## src/logic/sleep_ctrl_pkg.sv

```systemverilog
// Purpose: Shared constants and types of the sleep and interrupt sequencer.
// Assumes: One clock; sleep and interrupt come from logic on that clock.
// Notes: Every instruction is a fetch cycle followed by an execute cycle.

package sleep_ctrl_pkg;

  localparam int ADDR_W_DEF = 12;
  localparam int STROBE_N_DEF = 3;
  localparam logic [11:0] INT_VECTOR_DEF = 12'h3ff;
  localparam int STB_WRITE = 0;
  localparam int STB_K_WRITE = 1;
  localparam int STB_READ = 2;
  localparam logic [0:0] PC_STEP = 1'h1;

  typedef enum logic [1:0] {
    ST_FETCH,
    ST_EXEC,
    ST_SLEEP
  } seq_state_t;

endpackage : sleep_ctrl_pkg

```

## src/logic/strobe_gate.sv

```systemverilog
// Purpose: Turns strobe requests of the execute cycle into one-cycle pulses.
// Assumes: fire_in is high for exactly one cycle per instruction.
// Notes: Requests outside an execute cycle never reach the outputs.

module strobe_gate
  import sleep_ctrl_pkg::*;
#(
  parameter int STROBE_N = STROBE_N_DEF
) (
  input wire logic core_clk_in,
  input wire logic sys_rst_in,
  input wire logic fire_in,
  input wire logic [STROBE_N-1:0] strobe_req_in,
  output logic [STROBE_N-1:0] strobe_out
);

  typedef struct packed {
    logic [STROBE_N-1:0] strobe;
  } gate_t;

  gate_t s;
  gate_t next_s;

  if (STROBE_N < 1) begin : g_check
    $error("strobe_gate needs at least one strobe");
  end

  always_comb begin
    next_s = s;
    next_s.strobe = fire_in ? strobe_req_in : '0;
  end

  always_ff @(posedge core_clk_in) begin
    if (sys_rst_in) begin
      s <= '0;
    end else begin
      s <= next_s;
    end
  end

  assign strobe_out = s.strobe;

endmodule : strobe_gate

```

## src/logic/int_context_store.sv

```systemverilog
// Purpose: Holds the return location and flags while the service_routine runs.
// Assumes: Only one interrupt is serviced at a time.
// Notes: A save overwrites the previous context.

module int_context_store
  import sleep_ctrl_pkg::*;
#(
  parameter int ADDR_W = ADDR_W_DEF
) (
  input wire logic core_clk_in,
  input wire logic sys_rst_in,
  input wire logic save_in,
  input wire logic [ADDR_W-1:0] save_pc_in,
  input wire logic save_zero_in,
  input wire logic save_carry_in,
  output logic [ADDR_W-1:0] saved_pc_out,
  output logic saved_zero_out,
  output logic saved_carry_out
);

  typedef struct packed {
    logic [ADDR_W-1:0] pc;
    logic zero;
    logic carry;
  } ctx_t;

  ctx_t s;
  ctx_t next_s;

  if (ADDR_W < 1) begin : g_check
    $error("int_context_store needs an address width of at least one");
  end

  always_comb begin
    next_s = s;
    if (save_in) begin
      next_s.pc = save_pc_in;
      next_s.zero = save_zero_in;
      next_s.carry = save_carry_in;
    end
  end

  always_ff @(posedge core_clk_in) begin
    if (sys_rst_in) begin
      s <= '0;
    end else begin
      s <= next_s;
    end
  end

  assign saved_pc_out = s.pc;
  assign saved_zero_out = s.zero;
  assign saved_carry_out = s.carry;

endmodule : int_context_store

```

## src/logic/core_sleep_interrupt_control.sv

```systemverilog
// Purpose: Fetch, execute, sleep and interrupt sequencing of a small core.
// Assumes: The datapath decodes the instruction while exec_valid_out is high
//   and reports jumps, strobes, flag values and interrupt instructions then.
// Notes: Sleep and interrupt are synchronous to core_clk_in.

module core_sleep_interrupt_control
  import sleep_ctrl_pkg::*;
#(
  parameter int ADDR_W = ADDR_W_DEF,
  parameter int STROBE_N = STROBE_N_DEF,
  parameter logic [ADDR_W-1:0] INT_VECTOR = ADDR_W'(INT_VECTOR_DEF)
) (
  input wire logic core_clk_in,
  input wire logic sys_rst_in,
  input wire logic sleep_in,
  input wire logic interrupt_in,
  input wire logic pc_load_in,
  input wire logic [ADDR_W-1:0] pc_target_in,
  input wire logic [STROBE_N-1:0] strobe_req_in,
  input wire logic int_enable_set_in,
  input wire logic int_enable_clr_in,
  input wire logic int_return_in,
  input wire logic int_return_enable_in,
  input wire logic flag_zero_in,
  input wire logic flag_carry_in,
  output logic [ADDR_W-1:0] address_out,
  output logic mem_enable_out,
  output logic exec_valid_out,
  output logic [STROBE_N-1:0] strobe_out,
  output logic interrupt_ack_out,
  output logic int_enabled_out,
  output logic sleeping_out,
  output logic flag_restore_out,
  output logic restore_zero_out,
  output logic restore_carry_out
);

  typedef struct packed {
    seq_state_t st;
    logic [ADDR_W-1:0] pc;
    logic [ADDR_W-1:0] addr;
    logic mem_en;
    logic exec;
    logic ie;
    logic ack;
    logic sleeping;
    logic restore;
  } seq_t;

  seq_t s;
  seq_t next_s;
  logic save_ctx;
  logic [ADDR_W-1:0] save_pc;
  logic [ADDR_W-1:0] saved_pc;
  logic [ADDR_W-1:0] next_pc;

  if (ADDR_W < 2 || ADDR_W > 16) begin : g_check_addr
    $error("ADDR_W must lie between 2 and 16");
  end
  if (STROBE_N < 1) begin : g_check_stb
    $error("STROBE_N must be at least one");
  end

  // An interrupt request counts only while interrupts are enabled.
  function automatic logic irq_taken(input logic enabled, input logic req);
    return enabled && req;
  endfunction : irq_taken

  ////////////////////////////////////////////////////////////////////////////

  always_comb begin
    next_s = s;
    next_s.ack = 1'b0;
    next_s.exec = 1'b0;
    next_s.restore = 1'b0;
    save_ctx = 1'b0;
    save_pc = s.pc;
    next_pc = s.pc + ADDR_W'(PC_STEP);
    unique case (s.st)
      ST_FETCH: begin
        // Memory is read on the edge that leaves this state.
        next_s.mem_en = 1'b0;
        next_s.st = ST_EXEC;
        next_s.exec = 1'b1;
      end
      ST_EXEC: begin
        if (int_return_in) begin
          next_pc = saved_pc;
          next_s.restore = 1'b1;
          next_s.ie = int_return_enable_in;
        end else if (pc_load_in) begin
          next_pc = pc_target_in;
        end
        if (int_enable_set_in) begin
          next_s.ie = 1'b1;
        end
        if (int_enable_clr_in) begin
          next_s.ie = 1'b0;
        end
        next_s.pc = next_pc;
        if (sleep_in) begin
          // Boundary sample: the fetched instruction has now executed.
          next_s.st = ST_SLEEP;
          next_s.sleeping = 1'b1;
          next_s.mem_en = 1'b0;
        end else if (irq_taken(s.ie, interrupt_in)) begin
          // Sampled once per two-cycle instruction.
          save_ctx = 1'b1;
          save_pc = next_pc;
          next_s.pc = INT_VECTOR;
          next_s.addr = INT_VECTOR;
          next_s.ie = 1'b0;
          next_s.ack = 1'b1;
          next_s.mem_en = 1'b1;
          next_s.st = ST_FETCH;
        end else begin
          next_s.addr = next_pc;
          next_s.mem_en = 1'b1;
          next_s.st = ST_FETCH;
        end
      end
      ST_SLEEP: begin
        // Sleep is watched, and interrupt only in the wake cycle; reset acts through the flop reset.
        next_s.mem_en = 1'b0;
        if (!sleep_in) begin
          next_s.sleeping = 1'b0;
          next_s.mem_en = 1'b1;
          next_s.st = ST_FETCH;
          if (irq_taken(s.ie, interrupt_in)) begin
            save_ctx = 1'b1;
            save_pc = s.pc;
            next_s.pc = INT_VECTOR;
            next_s.addr = INT_VECTOR;
            next_s.ie = 1'b0;
            next_s.ack = 1'b1;
          end else begin
            next_s.addr = s.pc;
          end
        end
      end
    endcase
  end

  ////////////////////////////////////////////////////////////////////////////

  always_ff @(posedge core_clk_in) begin
    if (sys_rst_in) begin
      // Reset is honoured in every state, sleep included.
      s <= '{st: ST_FETCH, pc: '0, addr: '0, mem_en: 1'b1, exec: 1'b0,
             ie: 1'b0, ack: 1'b0, sleeping: 1'b0, restore: 1'b0};
    end else begin
      s <= next_s;
    end
  end

  ////////////////////////////////////////////////////////////////////////////

  strobe_gate #(
    .STROBE_N(STROBE_N)
  ) u_strobe_gate (
    .core_clk_in(core_clk_in),
    .sys_rst_in(sys_rst_in),
    .fire_in(s.exec),
    .strobe_req_in(strobe_req_in),
    .strobe_out(strobe_out)
  );

  int_context_store #(
    .ADDR_W(ADDR_W)
  ) u_int_context_store (
    .core_clk_in(core_clk_in),
    .sys_rst_in(sys_rst_in),
    .save_in(save_ctx),
    .save_pc_in(save_pc),
    .save_zero_in(flag_zero_in),
    .save_carry_in(flag_carry_in),
    .saved_pc_out(saved_pc),
    .saved_zero_out(restore_zero_out),
    .saved_carry_out(restore_carry_out)
  );

  assign address_out = s.addr;
  assign mem_enable_out = s.mem_en;
  assign exec_valid_out = s.exec;
  assign interrupt_ack_out = s.ack;
  assign int_enabled_out = s.ie;
  assign sleeping_out = s.sleeping;
  assign flag_restore_out = s.restore;

endmodule : core_sleep_interrupt_control

```

## config.mk

```make
export PLATFORM = sky130hd
export DESIGN_NAME = core_sleep_interrupt_control
export DESIGN_NICKNAME = d
export VERILOG_FILES = /design/src/logic/sleep_ctrl_pkg.sv /design/src/logic/strobe_gate.sv /design/src/logic/int_context_store.sv /design/src/logic/core_sleep_interrupt_control.sv
export SDC_FILE = /design/constraint.sdc
export NUM_CORES = 1
export LEC_CHECK = 0
export ABC_AREA = 1
export BUFFER_PORTS_ARGS = -buffer_cell sky130_fd_sc_hd__buf_2
export CAP_MARGIN = 10
export CORE_UTILIZATION = 28
export CTS_CLUSTER_SIZE = 25
export DETAILED_ROUTE_END_ITERATION = 10
export PLACE_DENSITY = 0.45
export SLEW_MARGIN = 10
export SYNTH_ARGS = -nofsm -noshare
export SYNTH_HDL_FRONTEND = slang
export SYNTH_SLANG_ARGS = --single-unit
```

## constraint.sdc

```tcl
create_clock -name core_clk_in -period 3.9 [get_ports core_clk_in]
set_input_delay 0.585 -clock core_clk_in [delete_from_list [all_inputs] [get_ports core_clk_in]]
set_output_delay 0.585 -clock core_clk_in [all_outputs]
set_load 0.005 [all_outputs]
```

==> key figures, run 1 <==
CTS
  – Clock-pin slew on the worst setup and hold paths: 0.09 ns
  – Clock sink count: 49
  – CTS buffer count: 5
  – Setup Buffers After CTS: 0
  – TritonCTS clock tree: built
  – Post_cts resized: 0
  – Root Buffer: clkbuf_8
  – CTS Hold Bufs: 0
  – Max clock buf depth: 2
  – Clk Latency, worst-skew pair: 0.31 ns
  – CTS H-tree depth: 2

Route
  – DR vias/cell: 4.75
  – Drt total wl: 8.23 mm
  – Wire per inst: 14.2 µm
  – Post-route ant nets: 0
  – Via count: 2,744
  – DRC violations left: 0
  – Drt pass-1 iters: 4
  – Initial DRC count: 149

Setup path
  – Critical Path Source: s[31]
  – Crit path capture type: flip-flop
  – Critical Path Fanout Max: 11
  – CP peak stage delay: 0.51 ns
  – CP dominant cell by count: inv_1
  – Critical Path AT: 2.35 ns
  – Crit Path Class: reg2reg
  – Data required time of the worst path: 4.09 ns
  – Crit path cell chain: inv_1 > ha_1 > inv_1 > nor2_2 > inv_1 > o22ai_1 > a21oi_1
  – Worst r2r src: s[31]
  – Crit path max-delay cell type: nor2_2
  – Startpoint types: flip-flop

Hold path
  – Hold path start: u_int_context_store.saved_pc_out[8]
  – Hold WC Path Type: reg2reg

Timing
  – Smallest hold slack: 0.467 ns
  – Slew @ Worst Pin: 1.10 ns
  – Min cycle time layout: 2.16 ns
  – Unrepaired setup endpoints after global routing: no
  – Setup TNS Final: 0 ns
  – Final count of negative-setup-slack endpoints: 0
  – Fin crit share: 0.554
  – Fin. Hold Viols: 0
  – F_max: 463 MHz
  – Final Slew Violations: 0
  – Clk_skew: 0.0117 ns
  – Max transition margin: 0.263

Floorplanning
  – Die X: 101 µm
  – Die area: 10,300 µm²
  – Starting Density: 0.294
  – Cell Rows: 35
  – CORE AREA: 9420 µm²
  – Die Height: 101 µm
  – Top Ports: 49

Synth
  – Synth Area per Inst: 6.52 µm²
  – Area share of the largest cell type after synthesis: 0.355
  – Syn_nets: 454
  – Synth Instances: 424
  – Area leader, netlist: dfxtp_1
  – Synth area leaders: dfxtp_1, nand2_1, o21ai_0
  – Yosys reg bits: 49
  – Synth unique cells: 31
  – Syn. warnings: 0
  – Sequential share of the synthesized area: 0.355
  – Cell area after synthesis: 2770 µm²

Layout
  – Most frequent cells in the layout: nand2_1, o21ai_0, dfxtp_1
  – Share of cells above drive strength 1: 0.147
  – Synthesis-to-layout area growth: 11.2%
  – N_diodes: 0
  – Most common cell after layout, fill and taps aside: nand2_1
  – Layout Nets: 478

Power and ir drop
  – Leakage Power: 1.38 nW
  – Power per Cell Area: 343 nW/µm²
  – VDD IR-drop max: 137 µV

Global routing
  – Number of global-route vias before repair: 2,697
  – Antenna violations before repair: 0
  – First-pass GRT wire length: 13.9 mm
  – Largest net degree at the start of global routing: 38
  – Overflow after GRT: 0
  – Total GRT Usage: 0.174

Placement
  – I/O Buffers: 48
  – Hpwl dp: 5.89 mm
  – GP Congestion: 0.838

Outcome
  – Outcome: finished, final reports clean

Flow run
  – Max Cap Viol: 0
## state kept, by name, summed over array words and instances, names as in the netlist, 3 cells and up
name / count
s: 14
address_out: 12
u_int_context_store.saved_pc_out: 12
u_strobe_gate.strobe_out: 3
## layout make-up
| class | count | area, µm² |
|---|---|---|
| clock inverter | 2 | 10.0 |
| clock buffer | 6 | 72.6 |
| multi-input combinational | 302 | 1440 |
| sequential | 49 | 981 |
| inverter | 40 | 153 |
| tap | 129 | 161 |
| timing repair buffer | 50 | 255 |
| fill | 1077 | 6340 |
## final timing paths
check	end	slack, ns	cells after the start
setup / recovery	u_int_context_store.saved_pc_out[1]	1.74	7
hold / removal	u_int_context_store.saved_pc_out[8]	0.47	2
setup reg to reg	u_int_context_store.saved_pc_out[1]	1.74	7
hold reg to reg	u_int_context_store.saved_pc_out[8]	0.47	2
## cells in the mapped netlist
master / n
nand2_1: 97
o21ai_0: 62
dfxtp_1: 49
nor2_1: 42
a21oi_1: 40
inv_1: 38
nand3_1: 23
buf_4: 12
a31oi_1: 10
buf_2: 10
clkbuf_1: 7
ha_1: 4
nor3_1: 4
a21oi_2: 3
o21ai_1: 3
o22ai_1: 3
buf_1: 2
o31ai_1: 2
a221oi_1: 1
buf_6: 1
clkbuf_2: 1
inv_2: 1
inv_4: 1
nand2_4: 1
nand4_1: 1
nor2_2: 1
nor2_4: 1
nor2_8: 1
nor4_1: 1
o211ai_1: 1
xor2_1: 1
## power breakdown
group / internal (mW) / leakage, nW / switching, mW
logic: 0.0685 / 0.939 / 0.124
registers: 0.530 / 0.401 / 0.0306
clock network: 0.125 / 0.0450 / 0.177
total: 0.723 / 1.38 / 0.332
## kinds of logic (layout without fill, tap and decap cells)
kind of cell | Yosys count | after routing | synth area share
DFF | 49 | 49 | 0.355
AOI/OAI and AO/OA | 125 | 125 | 0.240
adders and majority gates | 4 | 4 | 0.0181
and+or+nand+nor | 172 | 172 | 0.260
xor gates and xnor gates | 1 | 1 | 0.00317
buffers and inverters | 73 | 98 | 0.124
## per-layer routing
metal  track usage  share of wire  vias up
met5             0              0        -
met4        0.0435          0.011        0
met3        0.0283          0.048        9
met2         0.269           0.42       68
met1         0.252           0.52     1229
li1              -              -     1438
## critical path: cells and delay by family (launching register included)
kind	cells	cell delay, ns
buffers and inverters	3	0.56
DFF	1	0.34
and+or+nand+nor	1	0.51
AOI/OAI and AO/OA	2	0.27
adders and majority gates	1	0.36
## per-stage QoR
step                instance area [µm²]  utilization  power, mW  cells  setup slack (ns)
floorplan                          2770            -      0.703    424              2.34
global placement                   2990        0.318      0.766    570              1.72
detailed placement                 2990        0.318      0.762    570              1.72
CTS                                3070        0.327       1.07    578              1.76
global route                       3070        0.327       1.13    578              1.42
finish                             3070        0.327       1.06    578              1.74
No activity file was read; power rests on OpenSTA's default activity.
==> run 2, diff against run 1 <==
- ABC_AREA: 1 -> 0
- clock period: 3.9 -> 1.99 ns (I/O delays scaled with it)
==> key figures, run 2 <==
Outcome
  – Outcome: finished, final reports clean

Global routing
  – Total GRT Usage: 0.186
  – Overflow after GRT: 0
  – Number of global-route vias before repair: 2,572
  – Antenna violations before repair: 0
  – Largest net degree at the start of global routing: 31
  – First-pass GRT wire length: 14.2 mm

Synth
  – Synth area leaders: dfxtp_1, a21oi_1, o21ai_0
  – EDFF count, synth: 0
  – Area share of the largest cell type after synthesis: 0.370
  – Synth Area per Inst: 7.93 µm²
  – Synth unique cells: 53
  – Syn. warnings: 0
  – Most frequent cell after synthesis: dfxtp_1
  – Top FF cell, synth: dfxtp_1
  – Syn_nets: 364
  – Top post-synthesis cells by count: dfxtp_1, a21oi_1, nor2_1, nand2_1, o21ai_0
  – Asr flop ratio synth: 0
  – Yosys reg bits: 49
  – Area leader, netlist: dfxtp_1
  – Synth Instances: 334
  – Sequential share of the synthesized area: 0.370
  – Cell area after synthesis: 2650 µm²

Route
  – Drt pass-1 iters: 4
  – Via count: 2,669
  – Drt total wl: 8.68 mm
  – Wire per inst: 17.3 µm
  – DRC violations left: 0
  – Initial DRC count: 174
  – Post-route ant nets: 0
  – DR vias/cell: 5.33

Setup path
  – CP peak stage delay: 0.45 ns
  – Crit path cell chain: ha_1 > nand4_1 > or4_1 > and3_4 > a211o_1 > a21oi_2
  – Worst r2r src: s[18]
  – Critical Path Fanout Max: 5
  – Critical Path AT: 2.14 ns
  – Crit path capture type: flip-flop
  – Startpoint types: flip-flop
  – Data required time of the worst path: 2.23 ns
  – Crit Path Class: reg2reg
  – Crit path max-delay cell type: or4_1
  – CP bufs+invs: 0
  – Family with the most delay on the worst path: simple AND/OR/NAND/NOR gates
  – Critical Path Source: s[18]

Power and ir drop
  – VDD IR-drop max: 259 µV
  – Leakage Power: 1.29 nW
  – Power per Cell Area: 703 nW/µm²
  – Overall Power: 2.26 mW

CTS
  – CTS buffer count: 5
  – CTS H-tree depth: 2
  – Root Buffer: clkbuf_8
  – Max clock buf depth: 2
  – TritonCTS clock tree: built
  – Setup Buffers After CTS: 0
  – Clk Latency, worst-skew pair: 0.31 ns
  – Clock-pin slew on the worst setup and hold paths: 0.10 ns
  – Clock sink count: 49
  – Post_cts resized: 0
  – CTS Hold Bufs: 0

Layout
  – N_diodes: 0
  – Finished Core Util: 0.349
  – Layout Nets: 420
  – Synthesis-to-layout area growth: 21.2%
  – Share of cells above drive strength 1: 0.256
  – Area of the multi-input gates: 1440 µm²
  – Most flop-heavy register: s
  – # fillers: 1,013
  – Most frequent cells in the layout: dfxtp_1, buf_2, a21oi_1
  – Sequential cell area: 981 µm²
  – Most common cell after layout, fill and taps aside: dfxtp_1
  – Post-route cell area: 3210 µm²
  – Largest register FFs: 14
  – Layout Cells excl Fill: 501

Floorplanning
  – Die X: 99.3 µm
  – Top Ports: 49
  – Die Height: 99.3 µm
  – Cell Rows: 35
  – CORE AREA: 9200 µm²
  – Starting Density: 0.288
  – Die area: 9850 µm²

Timing
  – Max transition margin: 0.593
  – Fin. Hold Viols: 0
  – Final count of negative-setup-slack endpoints: 0
  – Fin crit share: 0.954
  – Unrepaired setup endpoints after global routing: no
  – Setup TNS Final: 0 ns
  – Final Slew Violations: 0
  – Min cycle time layout: 1.90 ns
  – Slew @ Worst Pin: 0.606 ns
  – Clk_skew: 0.00827 ns
  – F_max: 527 MHz

Placement
  – Placed cell count: 494
  – Hpwl dp: 6.41 mm
  – Cell Area, Placed: 3110 µm²
  – I/O Buffers: 48
  – GP Congestion: 0.851

Hold path
  – Hold path start: strobe_req_in[0]
  – Hold WC Path Type: in2reg

Flow run
  – Max Cap Viol: 0
==> run 2: cell type report <==
cell class | instances | share of cell area
Clock buffer | 5 | 0.0214
Clock inverter | 2 | 0.0109
Inverter | 10 | 0.0117
Multi-Input combinational cell | 240 | 0.448
Sequential cell | 49 | 0.306
Tap cell | 111 | 0.0433
Timing Repair Buffer | 84 | 0.159
==> run 2: layer usage <==
metal,share of wire,GRT usage
met1,0.49,0.263
met5,0,0
met2,0.44,0.290
met3,0.064,0.0316
met4,0.012,0.0554
==> run 2: kinds of logic (layout without fill, tap and decap cells) <==
family                   Yosys count  count (layout)  synth area share
AND/OR/NAND/NOR                  107             107             0.204
adder cells (fa/ha/maj)            4               4            0.0189
buffers and inverters             45             101            0.0869
XOR/XNOR                           5               5            0.0165
AO/OA/AOI/OAI                    116             116             0.273
flip-flops                        49              49             0.370
multiplexers                       8               8            0.0307
==> run 2: where the power goes <==
part           internal (mW)  switching (mW)  total (mW)
logic                  0.190           0.254       0.444
registers               1.04          0.0560        1.09
clock network          0.366           0.352       0.718
total                   1.59           0.662        2.26
==> run 2: path summary, 6_finish.rpt <==
kind / endpoint / slack [ns] / depth (start not counted)
setup / recovery: u_int_context_store.saved_pc_out[8] / 0.09 / 6
hold / removal: u_strobe_gate.strobe_out[0] / 0.18 / 2
setup reg to reg: u_int_context_store.saved_pc_out[8] / 0.09 / 6
hold reg to reg: u_int_context_store.saved_carry_out / 0.46 / 2
==> run 2: metrics by stage <==
stage / setup slack (ns) / hold slack (ns)
6_report: 0.0925 / 0.179
5_1_grt: 0.000408 / 0.182
2_1_floorplan: 0.179 / 0.420
4_1_cts: 0.104 / 0.177
3_5_place_dp: 0.145 / 0.448
3_3_place_gp: 0.170 / 0.442
